$ cat src/afs_pkg.sv
package afs_pkg;

  // Register indices; the byte address on the bus is four times the index.
  localparam logic [7:0] IDX_REMOTE1_SLOPE_CFG = 8'h5f;
  localparam logic [7:0] IDX_LOCAL_SLOPE_CFG = 8'h60;
  localparam logic [7:0] IDX_REMOTE2_SLOPE_CFG = 8'h61;
  localparam logic [7:0] IDX_ACOUSTIC_CFG_ONE = 8'h62;
  localparam logic [7:0] IDX_ACOUSTIC_CFG_TWO = 8'h63;
  localparam logic [7:0] IDX_REMOTE1_CRITICAL_LIMIT = 8'h6a;
  localparam logic [7:0] IDX_LOCAL_CRITICAL_LIMIT = 8'h6b;
  localparam logic [7:0] IDX_REMOTE2_CRITICAL_LIMIT = 8'h6c;
  localparam logic [7:0] IDX_REMOTE1_LOCAL_HYSTERESIS = 8'h6d;
  localparam logic [7:0] IDX_REMOTE2_HYSTERESIS = 8'h6e;
  localparam logic [7:0] IDX_FAN_STATUS = 8'h70;
  localparam logic [7:0] IDX_DUTY_OUT1 = 8'h71;
  localparam logic [7:0] IDX_DUTY_OUT2 = 8'h72;
  localparam logic [7:0] IDX_DUTY_OUT3 = 8'h73;
  localparam logic [7:0] IDX_OUT_CHANNEL_SEL = 8'h74;

  // Reset values.
  localparam logic [7:0] RST_SLOPE_CFG = 8'hc0;
  localparam logic [7:0] RST_ACOUSTIC_CFG = 8'h00;
  localparam logic [7:0] RST_CRITICAL_LIMIT = 8'h64;
  localparam logic [7:0] RST_REMOTE1_LOCAL_HYST = 8'h44;
  localparam logic [7:0] RST_REMOTE2_HYST = 8'h40;
  localparam logic [7:0] RST_OUT_CHANNEL_SEL = 8'h24;

  // Field positions.
  localparam int SLOPE_SPAN_LSB = 4;
  localparam int HYST_HI_LSB = 4;
  localparam int HYST_LO_LSB = 0;
  localparam int KEEP_SPIN_OUT1_BIT = 5;
  localparam int KEEP_SPIN_OUT2_BIT = 6;
  localparam int KEEP_SPIN_OUT3_BIT = 7;
  localparam int RAMP_STEP_OUT1_EN_OUT1_BIT = 3;
  localparam int RAMP_STEP_OUT1_EN_OUT2_BIT = 7;
  localparam int RAMP_STEP_OUT1_EN_OUT3_BIT = 3;
  localparam int RAMP_STEP_OUT1_LSB = 0;
  localparam int RAMP_STEP_OUT2_LSB = 4;
  localparam int RAMP_STEP_OUT3_LSB = 0;
  localparam int STATUS_CRIT_BIT = 0;
  localparam int STATUS_FAN_ON_LSB = 1;

  // Duty and temperature figures.
  localparam logic [7:0] DUTY_FULL = 8'hff;
  localparam logic [7:0] SLOTS_PER_PERIOD = 8'hff;
  localparam logic [8:0] CRITICAL_HYST_DEGC = 9'h004;

  // Timing.
  localparam int CLK_HZ = 25000000;
  localparam int SLOT_CLKS_DEFAULT = 4;

endpackage

$ cat src/afs_fan_ctrl.sv
// Contract
// - Slope nibble selects control span, default 32 degC.
// - Slope registers map to remote1, local, remote2.
// - Any channel over critical limit forces full duty.
// - Full duty holds until below limit minus 4.
// - Critical override cannot be masked by settings.
// - Three critical limit registers, reset 100 degC.
// - Fan hysteresis programmable 1 to 15, default 4.
// - Register 0x6D holds remote1 and local hysteresis.
// - Register 0x6E upper nibble holds remote2 hysteresis.
// - Fan stays on until start minus hysteresis.
// - Bit 7 picks off or floor for out3.
// - Bit 6 picks off or floor for out2.
// - Bit 5 picks off or floor for out1.
// - Kept-spinning output ignores hysteresis when cooling.
// - Without acoustic mode duty follows temperature immediately.
// - Acoustic mode limits duty change per update.
// - Acoustic mode steps fixed amount toward target.
// - Acoustic mode selectable per output independently.
// - Acoustic enables at 0x62 bit3, 0x63 bits 7,3.
// - Ramp code selects 1,2,3,5,8,12,24,48 slots.
// - PWM period has 255 equal slots.
module afs_fan_ctrl
  import afs_pkg::*;
#(
  parameter int SLOT_CLKS = SLOT_CLKS_DEFAULT
) (
  input wire logic CLK,
  input wire logic RST_B,
  input wire logic WB_CYC_I,
  input wire logic WB_STB_I,
  input wire logic WB_WE_I,
  input wire logic [11:0] WB_ADR_I,
  input wire logic [31:0] WB_DAT_I,
  input wire logic [3:0] WB_SEL_I,
  output logic [31:0] WB_DAT_O,
  output logic WB_ACK_O,
  input wire logic TEMP_UPDATE,
  input wire logic [7:0] TEMP_REMOTE1,
  input wire logic [7:0] TEMP_LOCAL,
  input wire logic [7:0] TEMP_REMOTE2,
  input wire logic [7:0] START_THRESH_REMOTE1,
  input wire logic [7:0] START_THRESH_LOCAL,
  input wire logic [7:0] START_THRESH_REMOTE2,
  input wire logic [7:0] FLOOR_DUTY_OUT1,
  input wire logic [7:0] FLOOR_DUTY_OUT2,
  input wire logic [7:0] FLOOR_DUTY_OUT3,
  output logic PWM_OUT1,
  output logic PWM_OUT2,
  output logic PWM_OUT3,
  output logic CRITICAL_OVERRIDE
);

  if (SLOT_CLKS < 1 || SLOT_CLKS > 65535) begin : g_bad_slot
    $error("SLOT_CLKS must lie between 1 and 65535");
  end

  // Duty slots gained per degree above start, scaled by 16 (2720 / span).
  function automatic logic [10:0] slope_gain(input logic [3:0] code);
    logic [10:0] g;
    g = 11'h000;
    unique case (code)
      4'h0: g = 11'h550;
      4'h1: g = 11'h440;
      4'h2: g = 11'h330;
      4'h3: g = 11'h2a8;
      4'h4: g = 11'h220;
      4'h5: g = 11'h198;
      4'h6: g = 11'h154;
      4'h7: g = 11'h110;
      4'h8: g = 11'h0cc;
      4'h9: g = 11'h0aa;
      4'ha: g = 11'h088;
      4'hb: g = 11'h066;
      4'hc: g = 11'h055;
      4'hd: g = 11'h044;
      4'he: g = 11'h033;
      4'hf: g = 11'h022;
    endcase
    return g;
  endfunction

  function automatic logic [7:0] ramp_slots(input logic [2:0] code);
    logic [7:0] s;
    s = 8'h01;
    unique case (code)
      3'h0: s = 8'h01;
      3'h1: s = 8'h02;
      3'h2: s = 8'h03;
      3'h3: s = 8'h05;
      3'h4: s = 8'h08;
      3'h5: s = 8'h0c;
      3'h6: s = 8'h18;
      3'h7: s = 8'h30;
    endcase
    return s;
  endfunction

  function automatic logic [7:0] step_toward(input logic [7:0] cur, input logic [7:0] tgt,
                                             input logic [7:0] step);
    logic [7:0] r;
    r = tgt;
    if (tgt > cur && (tgt - cur) > step) begin
      r = cur + step;
    end else if (tgt < cur && (cur - tgt) > step) begin
      r = cur - step;
    end
    return r;
  endfunction

  logic [7:0] slope_cfg_reg [3];
  logic [7:0] crit_limit_reg [3];
  logic [7:0] acoustic_one_reg;
  logic [7:0] acoustic_two_reg;
  logic [7:0] hyst_r1_local_reg;
  logic [7:0] hyst_r2_reg;
  logic [7:0] chan_sel_reg;
  logic [7:0] duty_reg [3];
  logic [2:0] fan_on_reg;
  logic crit_reg;
  logic ack_reg;
  logic [31:0] rdata_reg;
  logic [15:0] slot_div_reg;
  logic slot_tick_reg;
  logic [7:0] slot_cnt_reg;
  logic [7:0] duty_latched_reg [3];
  logic [2:0] pwm_reg;

  logic [7:0] temp [3];
  logic [7:0] start_th [3];
  logic [7:0] floor_duty [3];
  logic [3:0] hyst [3];
  logic [2:0] keep_spin;
  logic [2:0] ramp_step_out1_en;
  logic [2:0] ramp_code [3];
  logic [7:0] target [3];
  logic [2:0] fan_on_next;
  logic crit_next;
  logic [7:0] adr_idx;
  logic wb_req;
  logic [7:0] rd_byte;

  assign temp[0] = TEMP_REMOTE1;
  assign temp[1] = TEMP_LOCAL;
  assign temp[2] = TEMP_REMOTE2;
  assign start_th[0] = START_THRESH_REMOTE1;
  assign start_th[1] = START_THRESH_LOCAL;
  assign start_th[2] = START_THRESH_REMOTE2;
  assign floor_duty[0] = FLOOR_DUTY_OUT1;
  assign floor_duty[1] = FLOOR_DUTY_OUT2;
  assign floor_duty[2] = FLOOR_DUTY_OUT3;
  assign hyst[0] = hyst_r1_local_reg[HYST_HI_LSB +: 4];
  assign hyst[1] = hyst_r1_local_reg[HYST_LO_LSB +: 4];
  assign hyst[2] = hyst_r2_reg[HYST_HI_LSB +: 4];
  assign keep_spin[0] = acoustic_one_reg[KEEP_SPIN_OUT1_BIT];
  assign keep_spin[1] = acoustic_one_reg[KEEP_SPIN_OUT2_BIT];
  assign keep_spin[2] = acoustic_one_reg[KEEP_SPIN_OUT3_BIT];
  assign ramp_step_out1_en[0] = acoustic_one_reg[RAMP_STEP_OUT1_EN_OUT1_BIT];
  assign ramp_step_out1_en[1] = acoustic_two_reg[RAMP_STEP_OUT1_EN_OUT2_BIT];
  assign ramp_step_out1_en[2] = acoustic_two_reg[RAMP_STEP_OUT1_EN_OUT3_BIT];
  assign ramp_code[0] = acoustic_one_reg[RAMP_STEP_OUT1_LSB +: 3];
  assign ramp_code[1] = acoustic_two_reg[RAMP_STEP_OUT2_LSB +: 3];
  assign ramp_code[2] = acoustic_two_reg[RAMP_STEP_OUT3_LSB +: 3];

  assign adr_idx = WB_ADR_I[9:2];
  assign wb_req = WB_CYC_I && WB_STB_I && !ack_reg;

  // Hysteresis state per channel: on above start, off only below start minus hysteresis.
  always_comb begin
    fan_on_next = fan_on_reg;
    for (int c = 0; c < 3; c++) begin
      if (temp[c] > start_th[c]) begin
        fan_on_next[c] = 1'b1;
      end else if ({1'b0, temp[c]} + {5'h00, hyst[c]} < {1'b0, start_th[c]}) begin
        fan_on_next[c] = 1'b0;
      end
    end
  end

  // The override leaves only when every channel has cooled past its release point.
  always_comb begin
    crit_next = crit_reg;
    for (int c = 0; c < 3; c++) begin
      if (temp[c] > crit_limit_reg[c]) begin
        crit_next = 1'b1;
      end
    end
    if (crit_reg && ({1'b0, temp[0]} + CRITICAL_HYST_DEGC < {1'b0, crit_limit_reg[0]})
        && ({1'b0, temp[1]} + CRITICAL_HYST_DEGC < {1'b0, crit_limit_reg[1]})
        && ({1'b0, temp[2]} + CRITICAL_HYST_DEGC < {1'b0, crit_limit_reg[2]})) begin
      crit_next = 1'b0;
    end
  end

  // Target duty per output from its selected channel.
  always_comb begin
    logic [1:0] ch;
    logic [7:0] diff;
    logic [18:0] prod;
    logic [15:0] sum;
    ch = 2'h0;
    diff = 8'h00;
    prod = 19'h00000;
    sum = 16'h0000;
    for (int o = 0; o < 3; o++) begin
      ch = chan_sel_reg[2*o +: 2];
      if (ch == 2'h3) begin
        ch = 2'h2;
      end
      diff = (temp[ch] > start_th[ch]) ? temp[ch] - start_th[ch] : 8'h00;
      prod = diff * slope_gain(slope_cfg_reg[ch][SLOPE_SPAN_LSB +: 4]);
      sum = {8'h00, floor_duty[o]} + {1'b0, prod[18:4]};
      if (fan_on_next[ch]) begin
        target[o] = (sum > 16'h00ff) ? DUTY_FULL : sum[7:0];
      end else begin
        // Kept-spinning outputs never see the off state, so hysteresis has no say.
        target[o] = keep_spin[o] ? floor_duty[o] : 8'h00;
      end
    end
  end

  always_ff @(posedge CLK) begin
    if (!RST_B) begin
      fan_on_reg <= 3'h0;
      crit_reg <= 1'b0;
    end else if (TEMP_UPDATE) begin
      fan_on_reg <= fan_on_next;
      crit_reg <= crit_next;
    end
  end

  // Duty update on each new temperature set.
  always_ff @(posedge CLK) begin
    if (!RST_B) begin
      for (int o = 0; o < 3; o++) begin
        duty_reg[o] <= 8'h00;
      end
    end else if (TEMP_UPDATE) begin
      for (int o = 0; o < 3; o++) begin
        if (crit_next) begin
          duty_reg[o] <= DUTY_FULL;
        end else if (ramp_step_out1_en[o]) begin
          duty_reg[o] <= step_toward(duty_reg[o], target[o], ramp_slots(ramp_code[o]));
        end else begin
          duty_reg[o] <= target[o];
        end
      end
    end
  end

  // Slot divider and 255-slot period counter.
  always_ff @(posedge CLK) begin
    if (!RST_B) begin
      slot_div_reg <= 16'h0000;
      slot_tick_reg <= 1'b0;
    end else if (slot_div_reg == 16'(SLOT_CLKS - 1)) begin
      slot_div_reg <= 16'h0000;
      slot_tick_reg <= 1'b1;
    end else begin
      slot_div_reg <= slot_div_reg + 16'h0001;
      slot_tick_reg <= 1'b0;
    end
  end

  // Duty is sampled only at the period start so a mid-period update cannot glitch a pulse.
  always_ff @(posedge CLK) begin
    if (!RST_B) begin
      slot_cnt_reg <= 8'h00;
      for (int o = 0; o < 3; o++) begin
        duty_latched_reg[o] <= 8'h00;
      end
    end else if (slot_tick_reg) begin
      if (slot_cnt_reg == SLOTS_PER_PERIOD - 8'h01) begin
        slot_cnt_reg <= 8'h00;
        for (int o = 0; o < 3; o++) begin
          duty_latched_reg[o] <= duty_reg[o];
        end
      end else begin
        slot_cnt_reg <= slot_cnt_reg + 8'h01;
      end
    end
  end

  always_ff @(posedge CLK) begin
    if (!RST_B) begin
      pwm_reg <= 3'h0;
    end else begin
      for (int o = 0; o < 3; o++) begin
        pwm_reg[o] <= slot_cnt_reg < duty_latched_reg[o];
      end
    end
  end

  assign PWM_OUT1 = pwm_reg[0];
  assign PWM_OUT2 = pwm_reg[1];
  assign PWM_OUT3 = pwm_reg[2];
  assign CRITICAL_OVERRIDE = crit_reg;

  // Register writes take effect at the edge that raises ack.
  always_ff @(posedge CLK) begin
    if (!RST_B) begin
      for (int c = 0; c < 3; c++) begin
        slope_cfg_reg[c] <= RST_SLOPE_CFG;
        crit_limit_reg[c] <= RST_CRITICAL_LIMIT;
      end
      acoustic_one_reg <= RST_ACOUSTIC_CFG;
      acoustic_two_reg <= RST_ACOUSTIC_CFG;
      hyst_r1_local_reg <= RST_REMOTE1_LOCAL_HYST;
      hyst_r2_reg <= RST_REMOTE2_HYST;
      chan_sel_reg <= RST_OUT_CHANNEL_SEL;
    end else if (wb_req && WB_WE_I && WB_SEL_I[0]) begin
      unique case (adr_idx)
        IDX_REMOTE1_SLOPE_CFG: slope_cfg_reg[0] <= WB_DAT_I[7:0];
        IDX_LOCAL_SLOPE_CFG: slope_cfg_reg[1] <= WB_DAT_I[7:0];
        IDX_REMOTE2_SLOPE_CFG: slope_cfg_reg[2] <= WB_DAT_I[7:0];
        IDX_ACOUSTIC_CFG_ONE: acoustic_one_reg <= WB_DAT_I[7:0];
        IDX_ACOUSTIC_CFG_TWO: acoustic_two_reg <= WB_DAT_I[7:0];
        IDX_REMOTE1_CRITICAL_LIMIT: crit_limit_reg[0] <= WB_DAT_I[7:0];
        IDX_LOCAL_CRITICAL_LIMIT: crit_limit_reg[1] <= WB_DAT_I[7:0];
        IDX_REMOTE2_CRITICAL_LIMIT: crit_limit_reg[2] <= WB_DAT_I[7:0];
        IDX_REMOTE1_LOCAL_HYSTERESIS: hyst_r1_local_reg <= WB_DAT_I[7:0];
        IDX_REMOTE2_HYSTERESIS: hyst_r2_reg <= {WB_DAT_I[7:4], 4'h0};
        IDX_OUT_CHANNEL_SEL: chan_sel_reg <= {2'h0, WB_DAT_I[5:0]};
        default: ;
      endcase
    end
  end

  always_comb begin
    rd_byte = 8'h00;
    unique case (adr_idx)
      IDX_REMOTE1_SLOPE_CFG: rd_byte = slope_cfg_reg[0];
      IDX_LOCAL_SLOPE_CFG: rd_byte = slope_cfg_reg[1];
      IDX_REMOTE2_SLOPE_CFG: rd_byte = slope_cfg_reg[2];
      IDX_ACOUSTIC_CFG_ONE: rd_byte = acoustic_one_reg;
      IDX_ACOUSTIC_CFG_TWO: rd_byte = acoustic_two_reg;
      IDX_REMOTE1_CRITICAL_LIMIT: rd_byte = crit_limit_reg[0];
      IDX_LOCAL_CRITICAL_LIMIT: rd_byte = crit_limit_reg[1];
      IDX_REMOTE2_CRITICAL_LIMIT: rd_byte = crit_limit_reg[2];
      IDX_REMOTE1_LOCAL_HYSTERESIS: rd_byte = hyst_r1_local_reg;
      IDX_REMOTE2_HYSTERESIS: rd_byte = hyst_r2_reg;
      IDX_FAN_STATUS: begin
        rd_byte[STATUS_CRIT_BIT] = crit_reg;
        rd_byte[STATUS_FAN_ON_LSB +: 3] = fan_on_reg;
      end
      IDX_DUTY_OUT1: rd_byte = duty_reg[0];
      IDX_DUTY_OUT2: rd_byte = duty_reg[1];
      IDX_DUTY_OUT3: rd_byte = duty_reg[2];
      IDX_OUT_CHANNEL_SEL: rd_byte = chan_sel_reg;
      default: rd_byte = 8'h00;
    endcase
  end

  // One wait state: ack rises the edge after the request and falls the next.
  always_ff @(posedge CLK) begin
    if (!RST_B) begin
      ack_reg <= 1'b0;
      rdata_reg <= 32'h00000000;
    end else begin
      ack_reg <= wb_req;
      if (wb_req && !WB_WE_I) begin
        rdata_reg <= {24'h000000, rd_byte};
      end
    end
  end

  assign WB_ACK_O = ack_reg;
  assign WB_DAT_O = rdata_reg;

endmodule

$ cat config.mk
export PLATFORM = sky130hd
export DESIGN_NAME = afs_fan_ctrl
export DESIGN_NICKNAME = d
export VERILOG_FILES = /design/src/afs_pkg.sv /design/src/afs_fan_ctrl.sv
export SDC_FILE = /design/constraint.sdc
export NUM_CORES = 1
export LEC_CHECK = 0
export ABC_AREA = 1
export BUFFER_PORTS_ARGS = -buffer_cell sky130_fd_sc_hd__buf_2
export CORE_AREA = 2 2 311 313
export CTS_CLUSTER_DIAMETER = 80
export DETAILED_ROUTE_END_ITERATION = 10
export DIE_AREA = 0 0 313 315
export GPL_TIMING_DRIVEN = 0
export PLACE_DENSITY = 0.51
export SKIP_LAST_GASP = 1
export SLEW_MARGIN = 40
export SYNTH_ARGS = -nofsm -noshare
export SYNTH_HDL_FRONTEND = slang
export SYNTH_SLANG_ARGS = --single-unit
export TNS_END_PERCENT = 50
$ cat constraint.sdc
create_clock -name CLK -period 13.45 [get_ports CLK]
set_input_delay 0.6725 -clock CLK [delete_from_list [all_inputs] [get_ports CLK]]
set_output_delay 0.6725 -clock CLK [all_outputs]
set_load 0.02 [all_outputs]
---- Yosys cells after proc, flatten, opt, wreduce, memory -nomap -nowiden ----
Memories as Yosys holds them, arrays and structs flattened. A register that Yosys moved wholly into a read port is not among the register bits.
Index checks and enable logic that the tools add are counted.
storage, ports and cells
  output and inout bits ................... 37
  RAM bits ................................ 96
  memories ................................ 10
  logic and storage cells ................. 325
  register bits ........................... 75
  latch bits .............................. 0
  bits of input ports ..................... 126
  memory bits (read-only) ................. 672
cells by class
  multiply operators ...................... 3
  equal/unequal tests ..................... 20
  muxes and demuxes ....................... 170
  div/mod/pow operators ................... 0
  shift-type cells ........................ 0
  add/subtract/negate cells ............... 26
  reduce and logical (&&, ||, !) cells .... 22
  order comparisons ....................... 39
  bitwise logic cells ..................... 22
memories
  name              words  width  read ports  clocked after Yosys merged registers in  wr ports  RTL line            text
  (name not given)  16     11     1           0                                        0         afs_fan_ctrl.sv:62  unique case (code)
  (name not given)  16     11     1           0                                        0         afs_fan_ctrl.sv:62
  (name not given)  16     11     1           0                                        0         afs_fan_ctrl.sv:62
  (name not given)  8      6      1           1                                        0         afs_fan_ctrl.sv:86  unique case (code)
  (name not given)  8      6      1           1                                        0         afs_fan_ctrl.sv:86
  (name not given)  8      6      1           1                                        0         afs_fan_ctrl.sv:86
  +4 memories       -      -      -           -                                        -         -
operators with widths
  kind                   number
  $mux 8                 73
  $gt 8x8->1             18
  $eq 8x7->1 const B     15
  $pmux 4 s14            2
  $bmux 8 s2             6
  $sub 8x8->8            12
  $mux 1                 77
  $mul 8x11->19          3
  $lt 9x8->1             6
  $add 8x15->16          3
  $gt 16x8->1 const B    3
  $lt 8x8->1             6
  $add 8x3->9 const B    3
  $add 8x4->9            3
  $add 8x8->8            3
  $mux 3                 6
  $or 1x1->1             18
  $add 16x1->16 const B  1
  $eq 16x2->1 const B    1
  $logic_and 1x1->1      14
  $reduce_and 2->1       5
  $ge 3x3->1 const B     3
  $lt 2x3->1 const B     3
  $not 2->3              3
  8 further kinds        15

---- Depth between registers and ports, before layout ----
Gate-level depths: netlist of run 1.
  word-level depth ........................ 24
  mapped depth ............................ 70

---- Worst setup path after synthesis of run 1 ----
Ideal clock, no wire load.
  path type ............................... flip-flop to flip-flop
  start point ............................. reg chan_sel_reg[5]
  end point ............................... mem duty_reg[2][6], data pin
  path buffers ............................ 4
  data arrival time ....................... 9.820 ns
  path slack .............................. 3.370 ns
  data required time ...................... 13.190 ns
  cell stages (with the launch flop) ...... 66
  period minus slack after synthesis ...... 10.080 ns
  library setup time ...................... 0.260 ns
  cells stage by stage .................... dfxtp_1 > buf_4 > inv_2 > clkbuf_1 > nand2_1 > clkbuf_1 > o21ai_0 > ha_1 > nand2_1 > nor2_1 > a211oi_1 > nor2_1 > nor2_1 > nor2_1 > nor2_1 > nor2_1 > inv_1 > a21oi_1 > [30 not listed] > inv_1 > ha_1 > buf_2 > nand2_1 > o21ai_0 > nand3_1 > nand2_1 > xor2_1 > ha_1 > a21oi_1 > a21oi_1 > a21oi_1 > o211ai_1 > nand2_1 > o21ai_0 > o21bai_1 > o21ai_1 > nand2_1
RTL lines
  item                    RTL line             text
  start, declared         afs_fan_ctrl.sv:117  logic [7:0] chan_sel_reg;
  start signal, assigned  afs_fan_ctrl.sv:323  IDX_OUT_CHANNEL_SEL: chan_sel_reg <= {2'h0, WB_DAT_I[5:0]};
  end, declared           afs_fan_ctrl.sv:118  logic [7:0] duty_reg [3];

==> results.md, run 1 <==
* Status: completed
* Site Rows at about 110
* Critical path class: flop to flop
* Worst-path fanout max at 10
* Max Clk Rate at 81.7 MHz
* Crit path top cell by count: nand2_1
* FF+latch count, synth at approximately 190
* Drt first pass iters at 5
* Nets at 4789
* Slew margin rel. at 44.0%
* Required time worst endpoint at ~14 ns
* Clock sinks at 189
* Critical Path End: duty_reg[1][0]$_SDFFCE_PN0P_
* Starting Density at ~30%
* Root Buffer: clkbuf_16
* Net Sw Frac at between 50 and 60%
* Design area at 31300 µm²
* Worst r2r path cells at 63
* Final hold violations at 0
* R2R Setup Slk at 1.21 ns
* Placed Cells at roughly 5300
* Yosys top cell area share at between 10% and 20%
* Finish-stage setup viols at 0
* Clock power share at roughly an eighth
* Seq/Total Area, Yosys at ~17%
* Comb power frac at 69.1%
* Layout cells sized above 1 at 7.11%
* Setup ws final at 1.21 ns
* Syn_area_per_cell at just over 7 µm²
* Area contributors post-synth: ha_1, fa_1, edfxtp_1, inv_1, nand2_1
* Total die area at 98600 µm²
* Die width at 313 µm
* Area Overhead vs Synth at 10.0%
* Commonest cells post-synth: inv_1, nand2_1, ha_1, nor2_1, a21oi_1
* Int Pwr at approximately 1.8 mW
* Pwr Total at roughly 3.7 mW
* Antenna Nets Post-Route at 0
* First-pass GRT wire length at 141000 µm
* Most numerous cell in the Yosys netlist: inv_1
* Hold Path Class: flop to flop
* GPL Wtd Cong at slightly above 0.9
* Worst-skew pair later-pin latency at roughly 0.46 ns
* IO Pins at 163
* Post-Layout Cell Count at ~5400
* Worst R2R Start: chan_sel_reg[3]$_SDFFE_PN0P_
* Fin Clk Skew at roughly 0.013 ns
* H-tree depth at 4
* DR WL/cell at ~17 µm
* Min Tclk post-route at 12.24 ns
* Power per cell area at about 120 nW/µm²
* CP Data Arrival Time at approximately 12 ns
* Max Buffers Root-to-Sink at 2
* Max Cap Viol at 0
* Final Cycle Share at 91.0%
* Post-route setup TNS at 0 ns
* Post-synth EDFFs at 96
* Synth area leader: ha_1
* DR DRC count at 0
* Routed WL at ~91000 µm
* CP max stage delay at approximately 0.60 ns
* Commonest register cell after synthesis: edfxtp_1
* P_sw at 1.90 mW
* Warnings, synthesis at 0
* CTS tree: done
* Worst setup EP type: flop
* Via Count at between 20000 and 30000
* Static Leak at between 15 and 20 nW
* Core area at 95700 µm²
* PortBufs at 105
* RSZ-0062 raised after global routing: no
* CTS Hold Buffers Added at 0
* DP Area at between 30000 and 40000 µm²
* Reg power frac at around 18%
* GRT Total Usage at a little under a fifth
* CP max-delay cell: o31ai_2
* Post-Syn Area at ~28000 µm²
* Asr flop ratio synth at 0%
* Worst-margin pin slew at approximately 0.84 ns
* Critical Path Start: chan_sel_reg[3]$_SDFFE_PN0P_
* Mean number of vias per cell at just under 5
* Grt ovf at 0
* CTS buffer count at 17
* Largest net degree at the start of global routing at 20
* Vias in the first global route at 24700
* Pre-CTS setup slack at slightly above 0.9 ns
* Worst Setup Start Kind: flop
* Initial drt markers at just under 2000
* Die Height at around 320 µm
* Worst Hold Launch: slot_div_reg[0]$_SDFF_PP0_
* Initial antenna violation count at 8
* Critical R2R Capture: duty_reg[1][0]$_SDFFCE_PN0P_
* Count of cell types in the netlist at between 60 and 70
* Peak supply drop at just under 100 µV
* Fin. max-slew vios at 0
* Mapped Cells at just under 4000
* DP Wirelength at around 78000 µm
* Clock transition at the registers of the reported paths at 0.07 ns
[layer usage]
metal / track usage, % / vias up / part of all wire, %
met5: 0 / - / 0.014
met2: 29.7 / 725 / 45
li1: - / 13000 / -
met1: 25.4 / 12000 / 47
met4: 5.77 / 2 / 3.3
met3: 2.14 / 138 / 5.4
[placed cells by master (no fill, tap or decap), types with 13 or more instances in the layout]
cell type / netlist / routed
o31ai_1: 15 / 14
nor4_1: 18 / 17
o21ai_0: 170 / 158
dfxtp_1: 93 / 93
nand2_2: 27 / 27
clkbuf_16: 0 / 17
buf_2: 4 / 109
buf_4: 26 / 27
nand3_2: 13 / 13
inv_1: 730 / 730
nand4_1: 26 / 26
a22oi_1: 25 / 25
fa_1: 180 / 180
conb_1: 1 / 24
nand3_1: 200 / 200
a21oi_1: 256 / 256
xor2_1: 102 / 102
o21bai_1: 18 / 18
ha_1: 420 / 420
edfxtp_1: 96 / 96
nor3_1: 50 / 46
a31oi_1: 20 / 20
nor2_1: 416 / 415
xnor2_1: 31 / 31
o22ai_1: 32 / 32
a221oi_1: 16 / 16
clkbuf_1: 43 / 44
o211ai_1: 15 / 15
nand2_1: 695 / 695
[logic make-up after synthesis]
| family | Yosys count | share of synthesized area (%) |
|---|---|---|
| AO/OA/AOI/OAI | 653 | 13.7 |
| XOR/XNOR | 133 | 4.09 |
| adder cells (fa/ha/maj) | 600 | 31.1 |
| buffers and inverters | 830 | 11.5 |
| flip-flops | 189 | 16.7 |
| other | 1 | 0.0132 |
| AND/OR/NAND/NOR | 1509 | 23.0 |
[worst min path at each step]
stage                                       endpoint  cells past startpoint  slack [ns]
after floorplan           slot_div_reg[0]$_SDFF_PP0_                      1        0.42
after global placement    slot_div_reg[0]$_SDFF_PP0_                      1        0.43
after detailed placement  slot_div_reg[0]$_SDFF_PP0_                      1        0.44
after CTS                 slot_div_reg[0]$_SDFF_PP0_                      1        0.45
after global routing      slot_div_reg[0]$_SDFF_PP0_                      1        0.49
final                     slot_div_reg[0]$_SDFF_PP0_                      1        0.45
[repair_timing]
item,4_1_cts,5_1_grt
endpoints found under the hold margin,0,0
setup buffers,0,0
setup endpoints to repair,0,7
resized for setup,0,1
[worst max-delay path: cells and delay by family, from the launching register on]
kind,cells,cell delay [ns]
compound gates,17,3.08
xor+xnor,2,0.32
fa+ha+maj,9,3.69
buf+inv,13,2.16
flops,1,0.31
simple gates,22,2.41
[power groups by stage]
stage | clock network [mW] | registers (mW) | logic, mW
floorplan | 0 | 0.657 | 1.94
global placement | 0 | 0.667 | 2.53
detailed placement | 0 | 0.667 | 2.56
CTS | 0.498 | 0.654 | 2.57
global route | 0.519 | 0.656 | 2.94
finish | 0.489 | 0.654 | 2.55
[cell type report]
| cell class | count | area, µm² |
|---|---|---|
| Clock inverter | 12 | 101 |
| Timing Repair Buffer | 107 | 561 |
| Clock buffer | 20 | 437 |
| Buffer | 80 | 434 |
| Antenna cell | 2 | 5.00 |
| Sequential cell | 189 | 4740 |
| Inverter | 749 | 2830 |
| Tap cell | 1276 | 1600 |
| Fill cell | 10400 | 64400 |
| Multi-Input combinational cell | 2919 | 20600 |
[metrics by stage]
step / util [%] / hold WS [ns]
2_1_floorplan: - / 0.418
3_3_place_gp: 32.0 / 0.431
3_5_place_dp: 32.1 / 0.439
4_1_cts: 32.7 / 0.455
5_1_grt: 32.7 / 0.489
6_report: 32.7 / 0.447
Power figures use the tool's default switching activity.
==> run 2, diff against run 1 <==
==> constraint.sdc (replaced) <==
create_clock -name CLK -period 12.4 [get_ports CLK]
set_input_delay 0.62 -clock CLK [delete_from_list [all_inputs] [get_ports CLK]]
set_output_delay 0.62 -clock CLK [all_outputs]
set_load 0.02 [all_outputs]
==> results.md, run 2 (synthesis gave the netlist of run 1 again) <==
* Fin Clk Skew at around 0.015 ns
* Fin. max-slew vios at 0
* Final hold violations at 0
* Drt first pass iters at 7
* Worst hold margin at around 0.45 ns
* Die width at around 310 µm
* Max Clk Rate at approximately 87 MHz
* CTS buffer count at 17
* Root Buffer: clkbuf_16
* Routed WL at between 90000 and 100000 µm
* Mean number of vias per cell at a little under 5
* Final Cycle Share at 92.4%
* PortBufs at 105
* Grt ovf at 0
* Pwr Total at 4.05 mW
* CP max stage delay at around 0.57 ns
* FILL cells at about 10000
* Total die area at about 100000 µm²
* Static Leak at roughly 16 nW
* Core area at 95700 µm²
* Largest net degree at the start of global routing at 20
* Site Rows at about 110
* Max Cap Viol at 0
* Area Overhead vs Synth at 10.2%
* Worst-skew pair later-pin latency at between 0.4 and 0.5 ns
* Design area at 31400 µm²
* Initial drt markers at about 2000
* Layout cells sized above 1 at around 7.5%
* Die Height at between 300 and 400 µm
* Highest-count cells in the layout ignoring fill and taps: inv_1, nand2_1, ha_1
* DR DRC count at 0
* IO Pins at between 150 and 200
* Initial antenna violation count at 8
* DR WL/cell at 17.1 µm
* Starting Density at between 20% and 30%
* Crit path top cell by count: nand2_1
* Nets at roughly 4800
* Post-Layout Cell Count at between 5000 and 6000
* Multi-input logic area at 20700 µm²
* Commonest non-fill, non-tap cell in the layout: inv_1
* Min Tclk post-route at roughly 11 ns
* Vias in the first global route at around 25000
* First-pass GRT wire length at roughly 140000 µm
* Slew margin rel. at 42.9%
* GRT Total Usage at between 10% and 20%
* Worst-path fanout max at 10
* CP Data Arrival Time at roughly 12 ns
* Critical path class: flop to flop
* Max Buffers Root-to-Sink at 2
* DP Wirelength at just under 80000 µm
* Worst Setup Start Kind: flop
* H-tree depth at 4
* Hold Path Class: flop to flop
* DP Area at ~31000 µm²
* RSZ-0062 raised after global routing: yes
* Power per cell area at ~130 nW/µm²
* Peak supply drop at roughly 110 µV
* Clock sinks at 189
* CP max-delay cell: fa_1
* Antenna Nets Post-Route at 0
* Placed Cells at about 5300
* Worst-margin pin slew at about 0.85 ns
* Post-route setup TNS at 0 ns
* CTS tree: done
* Worst setup EP type: flop
* Status: completed
* Via Count at about 26000
* Finish-stage setup viols at 0
* Required time worst endpoint at 12.60 ns
* GPL Wtd Cong at approximately 0.93
* Clock transition at the registers of the reported paths at roughly 0.070 ns
* Register area at around 4700 µm²
run 2: critical path, delay by kind of cell (launching register included):
| family | cells | cell delay (ns) |
|---|---|---|
| compound gates | 16 | 2.94 |
| xor+xnor | 2 | 0.31 |
| fa+ha+maj | 9 | 3.88 |
| flops | 1 | 0.31 |
| buf+inv | 12 | 1.59 |
| simple gates | 22 | 2.17 |
run 2: layout make-up:
cell class,count,share of cell area [%]
Multi-Input combinational cell,2919,65.8
Tap cell,1276,5.09
Sequential cell,189,15.1
Buffer,76,1.36
Clock inverter,12,0.323
Timing Repair Buffer,109,1.83
Antenna cell,4,0.0319
Clock buffer,20,1.39
Inverter,749,9.01
run 2: layer usage:
metal / up-vias / track usage (%) / share of wire, %
met4: 2 / 5.77 / 3.4
met2: 719 / 29.7 / 45
met3: 140 / 2.14 / 5.8
li1: 13000 / - / -
met5: - / 0 / 0.014
met1: 12000 / 25.4 / 46
run 2: worst paths after layout:
check / start / end / slack [ns] / cells after the start
hold / removal: slot_div_reg[0]$_SDFF_PP0_ / slot_div_reg[0]$_SDFF_PP0_ / 0.45 / 1
setup / recovery: chan_sel_reg[3]$_SDFFE_PN0P_ / duty_reg[1][0]$_SDFFCE_PN0P_ / 0.94 / 61
hold reg to reg: slot_div_reg[0]$_SDFF_PP0_ / slot_div_reg[0]$_SDFF_PP0_ / 0.45 / 1
setup reg to reg: chan_sel_reg[3]$_SDFFE_PN0P_ / duty_reg[1][0]$_SDFFCE_PN0P_ / 0.94 / 61
run 2: repair_timing:
item / 4_1_cts / 5_1_grt
hold buffers: 0 / 0
setup endpoints to repair: 6 / 24
pin swaps: 0 / 2
gates resized for setup: 2 / 32
endpoints found under the hold margin: 0 / 0
gates cloned: 0 / 0
setup buffers: 0 / 2
run 2: where the power goes:
part | leakage (nW) | switching, mW | internal (mW)
clock network | 0.266 | 0.269 | 0.263
registers | 1.68 | 0.0265 | 0.683
logic | 14.0 | 1.78 | 1.03
total | 16.0 | 2.08 | 1.97
run 2: through the flow:
step	utilization, %	setup slack (ns)
global placement	32.0	-0.186
floorplan	-	2.32
finish	32.8	0.941
global route	32.8	-0.0573
detailed placement	32.1	-0.144
CTS	32.7	0.0608
